## src/core/rec_pkg.sv

```systemverilog
package rec_pkg;

    // ************************************************************
    // Register offsets
    // ************************************************************
    // Printed offsets are not all multiples of four: index, byte address is four times it
    localparam logic [3:0]  REC_IDX_IRQ_ENABLE_CLEAR = 4'h0;
    localparam logic [3:0]  REC_IDX_IRQ_ENABLE_SET   = 4'h1;
    localparam logic [3:0]  REC_IDX_IRQ_FLAGS        = 4'h2;
    localparam logic [3:0]  REC_IDX_STATUS           = 4'h3;
    localparam logic [3:0]  REC_IDX_ERROR_ADDRESS    = 4'h4;
    localparam logic [3:0]  REC_IDX_DEBUG_CONTROL    = 4'hF;
    localparam logic [3:0]  REC_IDX_WPROT            = 4'h8;

    // ************************************************************
    // Fields and reset values
    // ************************************************************
    localparam int          REC_BIT_SINGLE         = 0;
    localparam int          REC_BIT_DOUBLE         = 1;
    localparam int          REC_BIT_ECC_OFF        = 0;
    localparam int          REC_BIT_DBG_OFF        = 0;
    localparam int          REC_BIT_DBG_LOG        = 1;
    localparam int          REC_ADDR_W             = 17;
    localparam int          REC_DATA_W             = 32;
    localparam int          REC_CHK_W              = 5;
    localparam logic [1:0]  REC_IRQ_EN_RST         = 2'h0;
    localparam logic [1:0]  REC_DBG_RST            = 2'h0;
    localparam logic [16:0] REC_ERR_ADDR_RST       = 17'h0_0000;

    // Startup states: fuse load then run
    typedef enum logic [1:0] {
        REC_ST_LOAD = 2'b01,
        REC_ST_RUN  = 2'b10
    } rec_state_e;

    // One RAM access from a bus master
    typedef struct packed {
        logic                  valid;
        logic                  write;
        logic                  from_debugger;
        logic [REC_ADDR_W-1:0] addr;
        logic [3:0]            strb;
        logic [31:0]           wdata;
    } rec_req_s;

    // Array side: data and check bits, one check code per byte
    typedef struct packed {
        logic [31:0]                    data;
        logic [4*REC_CHK_W-1:0]         chk;
    } rec_word_s;

    typedef struct packed {
        rec_state_e            state;
        logic                  ecc_off;
        logic                  wprot;
        logic [1:0]            irq_en;
        logic [1:0]            flags;
        logic [1:0]            dbg;
        logic [REC_ADDR_W-1:0] err_addr;
        logic                  rd_pend;
        logic                  rd_dbg;
        logic [REC_ADDR_W-1:0] rd_addr;
        logic [31:0]           rdata;
        logic                  rvalid;
    } rec_state_s;

endpackage : rec_pkg

```

## src/core/rec_ram_error_corrector.sv

```systemverilog
`timescale 1ns/100ps
// What this block does
// - Each byte has its own code: correct one flipped bit, detect two.
// - A single-bit error found on a read sets the single-error flag, unless the same read also has a double-bit error.
// - A double-bit error found on a read sets the double-error flag.
// - First error captures the address; held until both flags are clear.
// - Double error while only single flag set overwrites the address.
// - Reading the error-address register clears both flags.
// - With ECC off, writes leave the stored check bits unchanged.
// - With ECC off, reads return raw data and set no flag.
// - Writing one to an enable-set bit enables it; zero does nothing.
// - Writing one to enable-clear disables it; both read shared state.
// - Interrupt asserts when a flag and its enable are both set.
// - Request holds until address read, disable, or reset.
// - All sources are ORed onto one request output.
// - Debug halt, logging 0, disable 0: debugger errors corrected, unflagged.
// - Debug halt, logging 1, disable 0: corrected and flagged.
// - Debug halt, disable 1: debugger reads neither corrected nor flagged.
// - Keeps working whenever its clock runs; interrupt can wake the system.
// - Optional write lock on all writable registers except flags and status.
// - Debugger register writes are never blocked by the lock.
// - With ECC on, the upper half of SRAM holds check codes.
// - ECC on or off comes from a fuse, not a software register.
// - Read-only ecc_off loaded from fuse at startup: one means disabled.
// - With ECC on, check bits are computed and stored on every write.
module rec_ram_error_corrector (
    input  wire logic                       pclk,
    input  wire logic                       presetn,
    input  wire logic                       psel,
    input  wire logic                       penable,
    input  wire logic                       pwrite,
    input  wire logic [11:0]                paddr,
    input  wire logic [31:0]                pwdata,
    input  wire logic                       pdebug,
    output logic      [31:0]                prdata,
    output logic                            pready,
    output logic                            pslverr,
    input  wire logic                       fuse_ecc_off,
    input  wire logic                       cpu_debug_halt,
    input  wire rec_pkg::rec_req_s          req,
    output logic      [31:0]                rsp_data,
    output logic                            rsp_valid,
    output logic                            ram_en,
    output logic                            ram_we,
    output logic      [rec_pkg::REC_ADDR_W-1:0] ram_addr,
    output logic      [3:0]                 ram_data_we,
    output logic      [3:0]                 ram_chk_we,
    output rec_pkg::rec_word_s              ram_wr,
    input  wire rec_pkg::rec_word_s         ram_rd,
    output logic                            ram_upper_reserved,
    output logic                            irq
);
    import rec_pkg::*;

    // ************************************************************
    // Byte check code: Hamming(12,8) plus overall parity
    // ************************************************************
    function automatic logic [4:0] rec_chk(input logic [7:0] d);
        logic [4:0] c;
        c[0] = d[0] ^ d[1] ^ d[3] ^ d[4] ^ d[6];
        c[1] = d[0] ^ d[2] ^ d[3] ^ d[5] ^ d[6];
        c[2] = d[1] ^ d[2] ^ d[3] ^ d[7];
        c[3] = d[4] ^ d[5] ^ d[6] ^ d[7];
        c[4] = ^d ^ c[0] ^ c[1] ^ c[2] ^ c[3];
        return c;
    endfunction : rec_chk

    // Position in the 12-bit code word of each data bit
    function automatic logic [3:0] rec_pos(input int i);
        logic [3:0] p;
        case (i)
            0: p = 4'h3;
            1: p = 4'h5;
            2: p = 4'h6;
            3: p = 4'h7;
            4: p = 4'h9;
            5: p = 4'hA;
            6: p = 4'hB;
            default: p = 4'hC;
        endcase
        return p;
    endfunction : rec_pos

    // ************************************************************
    // Fuse and debug-halt synchronisers
    // ************************************************************
    logic fuse_m;
    logic fuse_s;
    logic dbg_halt_m;
    logic dbg_halt_s;

    always_ff @(posedge pclk or negedge presetn) begin
        if (!presetn) begin
            dbg_halt_m <= 1'b0;
            dbg_halt_s <= 1'b0;
        end else begin
            dbg_halt_m <= cpu_debug_halt;
            dbg_halt_s <= dbg_halt_m;
        end
    end

    // No reset: the fuse level must already fill both stages when reset lifts
    always_ff @(posedge pclk) begin
        fuse_m <= fuse_ecc_off;
        fuse_s <= fuse_m;
    end

    // ************************************************************
    // Read decode and correction
    // ************************************************************
    rec_state_s st;
    rec_state_s next_st;

    logic [31:0] corr_data;
    logic [3:0]  byte_single;
    logic [3:0]  byte_double;

    genvar gb;
    generate
        for (gb = 0; gb < 4; gb++) begin : g_byte
            logic [7:0] d;
            logic [4:0] c;
            logic [4:0] k;
            logic [4:0] x;
            logic [7:0] q;
            assign d = ram_rd.data[8*gb +: 8];
            assign c = ram_rd.chk[REC_CHK_W*gb +: REC_CHK_W];
            assign k = rec_chk(d);
            // Syndrome below, parity of the whole stored code word on top
            assign x = {^{d, c}, k[3:0] ^ c[3:0]};
            assign byte_single[gb] = x[4];
            assign byte_double[gb] = !x[4] && (x[3:0] != 4'h0);
            always_comb begin
                q = d;
                for (int i = 0; i < 8; i++) begin
                    if (x[4] && x[3:0] == rec_pos(i)) begin
                        q[i] = !d[i];
                    end
                end
            end
            assign corr_data[8*gb +: 8] = q;
        end
    endgenerate

    // ************************************************************
    // APB decode
    // ************************************************************
    logic       apb_acc;
    logic       apb_wr;
    logic       apb_rd;
    logic [3:0] idx;
    logic       mapped;
    logic       wr_ok;

    assign idx     = paddr[5:2];
    assign apb_acc = psel && penable;
    assign mapped  = (paddr[11:6] == 6'h00) && (paddr[1:0] == 2'h0)
                     && (idx <= REC_IDX_ERROR_ADDRESS || idx == REC_IDX_DEBUG_CONTROL
                         || idx == REC_IDX_WPROT);
    assign apb_wr  = apb_acc && pwrite && mapped;
    assign apb_rd  = apb_acc && !pwrite && mapped;
    assign wr_ok   = !st.wprot || pdebug;
    assign pready  = 1'b1;
    assign pslverr = apb_acc && !mapped;

    // ************************************************************
    // Next state
    // ************************************************************
    logic       rd_corr;
    logic       rd_log;
    logic       err_single;
    logic       err_double;
    logic       clr_read;

    always_comb begin
        next_st  = st;
        rd_corr  = 1'b1;
        rd_log   = 1'b1;
        if (st.rd_dbg && dbg_halt_s) begin
            rd_corr = !st.dbg[REC_BIT_DBG_OFF];
            rd_log  = st.dbg[REC_BIT_DBG_LOG] && !st.dbg[REC_BIT_DBG_OFF];
        end
        if (st.ecc_off) begin
            rd_corr = 1'b0;
            rd_log  = 1'b0;
        end
        err_double = st.rd_pend && rd_log && (|byte_double);
        err_single = st.rd_pend && rd_log && (|byte_single) && !err_double;
        clr_read   = apb_rd && idx == REC_IDX_ERROR_ADDRESS;

        case (st.state)
            REC_ST_LOAD: begin
                next_st.ecc_off = fuse_s;
                next_st.state   = REC_ST_RUN;
            end
            REC_ST_RUN: begin
                next_st.state = REC_ST_RUN;
            end
            default: next_st.state = REC_ST_LOAD;
        endcase

        if (clr_read) begin
            next_st.flags = 2'b00;
        end
        if (err_single) begin
            next_st.flags[REC_BIT_SINGLE] = 1'b1;
            if (st.flags == 2'b00 || clr_read) begin
                next_st.err_addr = st.rd_addr;
            end
        end
        if (err_double) begin
            next_st.flags[REC_BIT_DOUBLE] = 1'b1;
            if (!st.flags[REC_BIT_DOUBLE] || clr_read) begin
                next_st.err_addr = st.rd_addr;
            end
        end

        if (apb_wr && (wr_ok || idx == REC_IDX_IRQ_FLAGS)) begin
            case (idx)
                REC_IDX_IRQ_ENABLE_SET:   next_st.irq_en = st.irq_en | pwdata[1:0];
                REC_IDX_IRQ_ENABLE_CLEAR: next_st.irq_en = st.irq_en & ~pwdata[1:0];
                REC_IDX_DEBUG_CONTROL:    next_st.dbg    = pwdata[1:0];
                REC_IDX_WPROT:            next_st.wprot  = pwdata[0];
                default: ;
            endcase
        end

        next_st.rd_pend = req.valid && !req.write;
        next_st.rd_dbg  = req.from_debugger;
        next_st.rd_addr = req.addr;
        next_st.rvalid  = st.rd_pend;
        next_st.rdata   = rd_corr ? corr_data : ram_rd.data;
    end

    always_ff @(posedge pclk or negedge presetn) begin
        if (!presetn) begin
            st          <= '0;
            st.state    <= REC_ST_LOAD;
            st.irq_en   <= REC_IRQ_EN_RST;
            st.dbg      <= REC_DBG_RST;
            st.err_addr <= REC_ERR_ADDR_RST;
        end else begin
            st <= next_st;
        end
    end

    // ************************************************************
    // Register read mux
    // ************************************************************
    always_comb begin
        prdata = 32'h0000_0000;
        if (apb_rd) begin
            case (idx)
                REC_IDX_IRQ_ENABLE_SET,
                REC_IDX_IRQ_ENABLE_CLEAR: prdata[1:0] = st.irq_en;
                REC_IDX_IRQ_FLAGS:        prdata[1:0] = st.flags;
                REC_IDX_STATUS:           prdata[0]   = st.ecc_off;
                REC_IDX_ERROR_ADDRESS:    prdata[REC_ADDR_W-1:0] = st.err_addr;
                REC_IDX_DEBUG_CONTROL:    prdata[1:0] = st.dbg;
                REC_IDX_WPROT:            prdata[0]   = st.wprot;
                default:                  prdata      = 32'h0000_0000;
            endcase
        end
    end

    // ************************************************************
    // RAM side
    // ************************************************************
    always_comb begin
        ram_en      = req.valid;
        ram_we      = req.valid && req.write;
        ram_addr    = req.addr;
        ram_data_we = ram_we ? req.strb : 4'h0;
        ram_chk_we  = (ram_we && !st.ecc_off) ? req.strb : 4'h0;
        ram_wr.data = req.wdata;
        for (int b = 0; b < 4; b++) begin
            ram_wr.chk[REC_CHK_W*b +: REC_CHK_W] = rec_chk(req.wdata[8*b +: 8]);
        end
    end

    assign ram_upper_reserved = !st.ecc_off;
    assign rsp_data           = st.rdata;
    assign rsp_valid          = st.rvalid;
    // Level request; runs on pclk so it can wake the system while the clock runs
    assign irq = |(st.flags & st.irq_en);

    // ************************************************************
    // Checks
    // ************************************************************
    a_irq_follows_flags: assert property (@(posedge pclk) disable iff (!presetn)
        irq == |(st.flags & st.irq_en)) else $error("irq does not match flags");
    a_clear_on_read: assert property (@(posedge pclk) disable iff (!presetn)
        clr_read && !err_single && !err_double |=> st.flags == 2'b00)
        else $error("flags not cleared by address read");
    a_single_sets: assert property (@(posedge pclk) disable iff (!presetn)
        err_single |=> st.flags[REC_BIT_SINGLE]) else $error("single flag not set");
    a_double_sets: assert property (@(posedge pclk) disable iff (!presetn)
        err_double |=> st.flags[REC_BIT_DOUBLE] && (st.err_addr == $past(st.rd_addr)
            || ($past(st.flags[REC_BIT_DOUBLE]) && !$past(clr_read) && $stable(st.err_addr))))
        else $error("double flag or address wrong");
    a_addr_frozen: assert property (@(posedge pclk) disable iff (!presetn)
        st.flags != 2'b00 && !err_double && !clr_read |=> $stable(st.err_addr))
        else $error("address changed while frozen");
    a_enable_set: assert property (@(posedge pclk) disable iff (!presetn)
        apb_wr && wr_ok && idx == REC_IDX_IRQ_ENABLE_SET |=> (st.irq_en & $past(pwdata[1:0])) == $past(pwdata[1:0]))
        else $error("enable set failed");
    a_enable_clear: assert property (@(posedge pclk) disable iff (!presetn)
        apb_wr && wr_ok && idx == REC_IDX_IRQ_ENABLE_CLEAR |=> (st.irq_en & $past(pwdata[1:0])) == 2'b00)
        else $error("enable clear failed");
    a_off_no_chk: assert property (@(posedge pclk) disable iff (!presetn)
        st.ecc_off |-> ram_chk_we == 4'h0) else $error("check bits written while off");
    a_off_no_flag: assert property (@(posedge pclk) disable iff (!presetn)
        st.ecc_off && !clr_read |=> st.flags == $past(st.flags)) else $error("flag set while off");
    a_debug_lock: assert property (@(posedge pclk) disable iff (!presetn)
        apb_wr && pdebug && idx == REC_IDX_DEBUG_CONTROL |=> st.dbg == $past(pwdata[1:0]))
        else $error("debugger write blocked");

    // ************************************************************
    // Checks: interrupt request and write lock
    // ************************************************************
    a_irq_holds: assert property (@(posedge pclk) disable iff (!presetn)
        irq && !clr_read && !(apb_wr && wr_ok && idx == REC_IDX_IRQ_ENABLE_CLEAR) |=> irq)
        else $error("interrupt request dropped early");
    a_irq_drops: assert property (@(posedge pclk) disable iff (!presetn)
        clr_read && !err_single && !err_double |=> !irq)
        else $error("interrupt kept after address read");
    a_irq_any_source: assert property (@(posedge pclk) disable iff (!presetn)
        (st.flags[REC_BIT_SINGLE] && st.irq_en[REC_BIT_SINGLE])
        || (st.flags[REC_BIT_DOUBLE] && st.irq_en[REC_BIT_DOUBLE]) |-> irq)
        else $error("enabled source gives no request");
    a_lock_blocks: assert property (@(posedge pclk) disable iff (!presetn)
        apb_wr && !wr_ok && idx == REC_IDX_IRQ_ENABLE_SET |=> $stable(st.irq_en))
        else $error("locked enable write took effect");
    a_lock_debugger: assert property (@(posedge pclk) disable iff (!presetn)
        apb_wr && pdebug && idx == REC_IDX_WPROT |=> st.wprot == $past(pwdata[0]))
        else $error("debugger lock write blocked");

    // ************************************************************
    // Checks: ECC off and debug policy
    // ************************************************************
    a_off_raw: assert property (@(posedge pclk) disable iff (!presetn)
        st.ecc_off && st.rd_pend |=> rsp_data == $past(ram_rd.data))
        else $error("read corrected while off");
    a_dbg_raw: assert property (@(posedge pclk) disable iff (!presetn)
        st.rd_pend && st.rd_dbg && dbg_halt_s && st.dbg[REC_BIT_DBG_OFF]
        |=> rsp_data == $past(ram_rd.data)) else $error("debugger read corrected");
    a_dbg_quiet: assert property (@(posedge pclk) disable iff (!presetn)
        st.rd_pend && st.rd_dbg && dbg_halt_s && st.dbg != 2'b10 && !clr_read
        |=> st.flags == $past(st.flags)) else $error("debugger read logged");
    a_dbg_logs: assert property (@(posedge pclk) disable iff (!presetn)
        st.rd_pend && st.rd_dbg && dbg_halt_s && st.dbg == 2'b10 && !st.ecc_off
        && (|(byte_single | byte_double)) |=> st.flags != 2'b00)
        else $error("debugger read not logged");
    a_fuse_held: assert property (@(posedge pclk) disable iff (!presetn)
        st.state == REC_ST_RUN |=> $stable(st.ecc_off))
        else $error("ecc_off changed at run time");

    // ************************************************************
    // Checks: RAM side and first error address
    // ************************************************************
    a_chk_stored: assert property (@(posedge pclk) disable iff (!presetn)
        ram_we && !st.ecc_off |-> ram_chk_we == req.strb)
        else $error("check bits not stored");
    a_clean_pass: assert property (@(posedge pclk) disable iff (!presetn)
        st.rd_pend && byte_single == 4'h0 && byte_double == 4'h0
        |=> rsp_data == $past(ram_rd.data)) else $error("clean word altered");
    a_single_addr: assert property (@(posedge pclk) disable iff (!presetn)
        err_single && st.flags == 2'b00 |=> st.err_addr == $past(st.rd_addr))
        else $error("first error address not captured");

endmodule : rec_ram_error_corrector

```

## config.mk

```make
export PLATFORM = sky130hd
export DESIGN_NAME = rec_ram_error_corrector
export DESIGN_NICKNAME = d
export VERILOG_FILES = /design/src/core/rec_pkg.sv /design/src/core/rec_ram_error_corrector.sv
export SDC_FILE = /design/constraint.sdc
export NUM_CORES = 1
export LEC_CHECK = 0
export ABC_AREA = 0
export BUFFER_PORTS_ARGS = -buffer_cell sky130_fd_sc_hd__buf_4
export CORE_MARGIN = 2
export CORE_UTILIZATION = 42
export CTS_CLUSTER_SIZE = 20
export DETAILED_ROUTE_END_ITERATION = 8
export PLACE_DENSITY = 0.79
export SLEW_MARGIN = 40
export SYNTH_ARGS = -nofsm -noshare
export SYNTH_HDL_FRONTEND = slang
export SYNTH_SLANG_ARGS = --single-unit
```

## constraint.sdc

```tcl
create_clock -name pclk -period 2.05 [get_ports pclk]
set_clock_uncertainty 0.05 [all_clocks]
set_input_delay 0.41 -clock pclk [delete_from_list [all_inputs] [get_ports pclk]]
set_output_delay 0.41 -clock pclk [all_outputs]
set_load 0.005 [all_outputs]
```

==> results of run 1 <==
==> metrics by stage <==
| step | power, mW | std cells | util | setup slack (ns) |
|---|---|---|---|---|
| 4_1_cts | 6.165 | 1024 | 0.6535 | -0.4362 |
| 2_1_floorplan | 3.362 | 572 | - | -0.7124 |
| 3_3_place_gp | 4.358 | 1003 | 0.6150 | -0.8954 |
| 6_report | 6.259 | 1030 | 0.6740 | -0.4646 |
| 3_5_place_dp | 4.440 | 1003 | 0.6150 | -1.029 |
| 5_1_grt | 6.596 | 1030 | 0.6740 | -0.5728 |
==> layer usage <==
metal  global-route usage  vias up  part of all wire
li1                     -     2281                 -
met1               0.2270     2208              0.38
met4              0.08980        0             0.034
met5                    0        -                 0
met2               0.3603      175              0.53
met3              0.04026       36             0.056
==> registers in the layout, indices dropped and copies added (netlist names), named ones only <==
name and count:
st 43, dbg_halt_m 1, rsp_valid 1, dbg_halt_s 1, next_st 1, fuse_s 1
fuse_m 1, rsp_data 32
==> cells in the mapped netlist, types with 2 or more instances <==
| cell type | instances | share of area |
|---|---|---|
| xnor3_1 | 9 | 0.035 |
| inv_1 | 8 | 0.0052 |
| or4_1 | 2 | 0.0026 |
| nand2b_1 | 5 | 0.0054 |
| nor3_1 | 13 | 0.011 |
| dfrtp_1 | 80 | 0.35 |
| nor3b_1 | 4 | 0.0052 |
| clkbuf_1 | 5 | 0.0032 |
| xor2_1 | 62 | 0.094 |
| nand4_1 | 6 | 0.0065 |
| nand3_1 | 10 | 0.0086 |
| mux2_2 | 13 | 0.025 |
| a31oi_1 | 3 | 0.0032 |
| nor2b_1 | 3 | 0.0032 |
| xnor2_2 | 4 | 0.011 |
| and2_1 | 21 | 0.023 |
| xnor2_1 | 93 | 0.14 |
| o311ai_0 | 2 | 0.0030 |
| conb_1 | 2 | 0.0013 |
| a21oi_1 | 6 | 0.0052 |
| dfxtp_1 | 2 | 0.0069 |
| mux2_4 | 10 | 0.026 |
| and3_1 | 5 | 0.0054 |
| buf_4 | 98 | 0.13 |
| nor2_1 | 31 | 0.020 |
| nand2_1 | 26 | 0.017 |
| or2_2 | 2 | 0.0022 |
| o21ai_0 | 6 | 0.0052 |
==> final cells by class <==
cell class,instances,area share
Clock inverter,7,0.009179
Sequential cell,83,0.2299
Timing Repair Buffer,371,0.3321
Inverter,8,0.003338
Clock buffer,9,0.02503
Tap cell,176,0.02448
Multi-Input combinational cell,376,0.3759
==> final timing paths <==
| check | startpoint | end | cells after the start |
|---|---|---|---|
| max reg2reg | dbg_halt_s | st[59] | 8 |
| min in group pclk | fuse_ecc_off | fuse_m | 1 |
| max in group asynchronous | presetn | st[77] | 2 |
| max | ram_rd[45] | st[52] | 10 |
| min | presetn | rsp_data[26] | 2 |
| min reg2reg | fuse_m | fuse_s | 0 |
==> cell families (layout without fill, tap and decap cells) <==
| family | count (synthesis) | in the layout | share of synthesized area |
|---|---|---|---|
| xor gates and xnor gates | 170 | 170 | 0.2890 |
| and+or+nand+nor | 136 | 136 | 0.1242 |
| buffers and inverters | 113 | 395 | 0.1387 |
| DFF | 83 | 83 | 0.3565 |
| AOI/OAI and AO/OA | 29 | 29 | 0.03537 |
| muxes | 24 | 24 | 0.05284 |
| other | 2 | 16 | 0.001294 |
| adders and majority gates | 1 | 1 | 0.002156 |
==> repair_timing <==
item | CTS | global route
pin swaps | 17 | 7
endpoints found under the setup margin | 45 | 50
resized for setup | 39 | 35
buffers inserted | 4 | 4
cloned | 1 | 2
==> power groups by stage <==
stage | Combinational (mW) | Sequential (mW) | Clock [mW]
global route | 2.86 | 1.97 | 1.76
global placement | 2.39 | 1.97 | 0
finish | 2.65 | 1.95 | 1.66
floorplan | 1.43 | 1.93 | 0
detailed placement | 2.46 | 1.98 | 0
CTS | 2.52 | 1.95 | 1.70
==> results.ini, run 1 <==
[run_status]
outcome = finished with violations
violations = negative setup slack

[drt]
drt_iter0_drc = 218
vias_per_cell = 4.563
ant_nets = 0
dr.pass1.iters = 4
drc = 0
wirelength_um = 15320
post_drt_wl_per_cell_um = 14.87
vias = 4700

[yosys]
ys_ff_latch = 83
synth_cells = 558
synth_edf_count = 0
syn_area_sq_um = 5802
ys_warn_count = 0
syn_area_per_cell_sq_um = 10.40
synthFlopType = dfrtp_1
yosysSeqAreaShare = 0.3565
synth_cell_types = 55
ys_async_sr_fraction = 0.9759

[power_and_ir_drop]
seqPwrFrac = 0.312
p_switching_mw = 1.917
peakVddDrop_mv = 0.4265
pwr-share-clk = 0.265
switching_share = 0.3062
combPwrFrac = 0.423
power_per_cell_area_nw_per_um2 = 695.8
p_int_mw = 4.342
p_leak_nw = 4.389

[floorplan]
fp.dieH_um = 121.5
io_pins = 308
die_area_sq_um = 14770
start_util = 0.4347
fp-row-count = 42
core_area_sq_um = 13350
die_w_um = 121.5

[timing]
hold_slack_ns = 0.02188
hold_viol = 0
period_share = 1.227
final.setup.tns_ns = -12.32
slew_viol_final = 0
fin_crit_ns = 2.515
clock.fmax_ghz = 0.3977
rsz0062_at_grt = true
fin_ws_ns = -0.4646
finalSetupViolations = 41

[layout]
syn_to_final_growth_pct = 55.06
drive_above_1_share = 0.5550
nets = 1010
final_cell_area_sq_um = 8996
final_cell_mix = buf_4 (336), xnor2_1 (84), dfrtp_1 (80)
layout_commonest_cell = buf_4
seq_area_sq_um = 2068
multi_input_area_sq_um = 3382
antennaDiodeCount = 0
n_fill_cell = 960

[cts]
root_buffer = clkbuf_16
cts-hold-fix-buffers = 0
cts_made_buffers = 9
clk_path_buf_depth = 2
clk_pin_slew_ns = 0.07
htreeDepth = 3
cts.sinks = 83
cts_tree = yes
insertion_delay_ns = 0.34

[placed_design]
port_buffers = 261
dpl.hpwl_um = 12120
placedInstanceArea_sq_um = 8209
place.gp.congestion = 0.8482

[critical_path]
cp_top_family = XOR/XNOR gates
required_ns = 2.23
critical-path-slowest-cell = xor3_2
cp_max_fo = 4
rrSetupSlack_ns = -0.16
crit_path_end_kind = flop
critPathKind = in2reg
worst_ep_arrival_time_ns = 2.69
crit_buf_inv = 3
max_stage_delay_ns = 0.52
crit_chain = buf_8 -> xor2_2 -> xnor2_2 -> xor3_2 -> nor4_4 -> nor3b_2 -> a211oi_4 -> buf_6 -> clkbuf_16 -> mux2_2
cp-start-kind = input pin

[global_routing]
grt_pass1_vias = 4882
grt_pass1_wl_um = 23080
antenna_found_initial = 0
grt_overflow = 0
grt.total_usage = 0.1994
grt_max_degree = 82

[hold_path]
hp-class = in2async

[flow_run]
cap_violations = 0

Power figures use the tool's default switching activity.
==> run 2: changes to the inputs <==
- CORE_AREA: default -> 2 2 121 123
- CORE_MARGIN: 2 -> default
- CORE_UTILIZATION: 42 -> default
- DIE_AREA: default -> 0 0 123 125
- PLACE_DENSITY: 0.79 -> 0.74
- clock period: 2.05 -> 3.05 ns (I/O delays scaled with it)
==> run 2 against run 1 <==
- the flow now finishes without violations
- global-route usage decreased by 2.9 points
- sequential cell count is the same
- clock power shrank 33%
- core utilization down 11 points
- clock-buffer cell count is 2 higher
- via count shrank 9.0%
- critical path depth shrank 3
- power shrank 37%
- final cell count fell by 5.2%
- register-to-register slack better by 1.1 ns
- final area fell by 11%
- combinational power decreased by 42%
- critical path type is now in2out
- highest routed layer unchanged
==> results.ini, run 2 (same netlist as run 1, synthesis figures left out) <==
[critical_path]
required_ns = 2.39
crit_path_end_kind = output pin
cp-start-kind = input pin
worst_ep_arrival_time_ns = 2.25
cp_max_fo = 3
critPathKind = in2out

[timing]
fin_crit_ns = 2.906
slew_viol_final = 0
final.setup.tns_ns = 0
rsz0062_at_grt = false
clock.fmax_ghz = 0.3441
period_share = 0.9528
tightest_slew_ns = 0.7237
hold_viol = 0
finalSetupViolations = 0
slew_headroom = 0.5175

[cts]
cts_resized = 0
cts_tree = yes
root_buffer = clkbuf_16
insertion_delay_ns = 0.34
cts.sinks = 83
clk_path_buf_depth = 2
clk_pin_slew_ns = 0.06
cts-hold-fix-buffers = 0
cts_made_buffers = 9
postCtsSetupRepairBufs = 0
htreeDepth = 3

[floorplan]
fp-row-count = 44
die_area_sq_um = 15380
fp.dieH_um = 125
core_area_sq_um = 14200
die_w_um = 123
start_util = 0.4085
io_pins = 308

[drt]
vias = 4277
dr.pass1.iters = 4
wl_met2_um = 6348
vias_per_cell = 4.382
wirelength_um = 12800
drt_iter0_drc = 158
drc = 0
ant_nets = 0
highest_layer = met4
wl_met3_um = 946
post_drt_wl_per_cell_um = 13.12
wl_met1_um = 5431

[layout]
nets = 948
final_cell_mix = buf_4 (307), xnor2_1 (93), dfrtp_1 (80)
final_util = 0.5618
antennaDiodeCount = 0
layout_commonest_cell = buf_4
n_fill_cell = 1301
syn_to_final_growth_pct = 37.52
largest_reg_flops = 43
top_register = st
drive_above_1_share = 0.4571

[run_status]
outcome = complete, no violations

[power_and_ir_drop]
peakVddDrop_mv = 0.2300
finalPower_mw = 3.941
power_per_cell_area_nw_per_um2 = 493.9
p_leak_nw = 3.906

[global_routing]
grt_pass1_wl_um = 20400
antenna_found_initial = 0
grt_pass1_vias = 4122
grt_max_degree = 82
grt_overflow = 0
grt.total_usage = 0.1703

[placed_design]
dpl.hpwl_um = 10620
place.gp.congestion = 0.8492
port_buffers = 261

[flow_run]
cap_violations = 0

[hold_path]
hp-class = in2async

## run 2: final timing paths
check | startpoint | end | slack [ns] | cells after the start
min reg2reg | fuse_m | fuse_s | 0.28 | 0
min in group pclk | fuse_m | fuse_s | 0.28 | 0
max | paddr[11] | prdata[0] | 0.14 | 7
min | presetn | rsp_data[18] | 0.24 | 1
max reg2reg | dbg_halt_s | st[58] | 0.94 | 8
max in group asynchronous | presetn | rsp_data[2] | 2.19 | 1
## run 2: area by class of cell
| cell class | instances | area, sq um | share of cell area |
|---|---|---|---|
| multi-input combinational | 376 | 3003 | 0.3764 |
| tap | 184 | 230.2 | 0.02885 |
| timing repair buffer | 309 | 2336 | 0.2928 |
| clock buffer | 11 | 252.7 | 0.03168 |
| sequential | 83 | 2068 | 0.2592 |
| clock inverter | 5 | 58.81 | 0.007370 |
| inverter | 8 | 30.03 | 0.003764 |
## run 2: report_power, final
| group | internal (mW) | leakage [nW] | switching, mW | total (mW) |
|---|---|---|---|---|
| clock network | 0.680 | 0.148 | 0.436 | 1.12 |
| registers | 1.24 | 0.998 | 0.0564 | 1.30 |
| logic | 0.867 | 2.76 | 0.662 | 1.53 |
| total | 2.79 | 3.91 | 1.15 | 3.94 |
## run 2: metal layers
layer  track usage  vias to the layer above
li1              -                     2172
met1        0.2227                     1973
met2        0.2704                      125
met3       0.05931                        7
met4       0.04078                        0
met5             0                        -
## run 2: per-stage QoR
step / setup slack [ns] / std cells / instance area, sq um / hold WS (ns)
after global routing: 0.03754 / 976 / 7979 / 0.2893
after CTS: 0.02881 / 976 / 7973 / 0.2774
final: 0.1440 / 976 / 7979 / 0.2426
after floorplan: 0.008114 / 572 / 5869 / 0.2596
after detailed placement: -0.09481 / 960 / 7661 / 0.2650
after global placement: -0.1017 / 960 / 7657 / 0.2686
## run 2: worst max-delay path, cell delays in order
cell and delay (ns):
buf_4 0.10, or4_1 0.52, nor2_1 0.18, a21boi_1 0.28
nand2_1 0.12, a311oi_2 0.28, buf_4 0.16
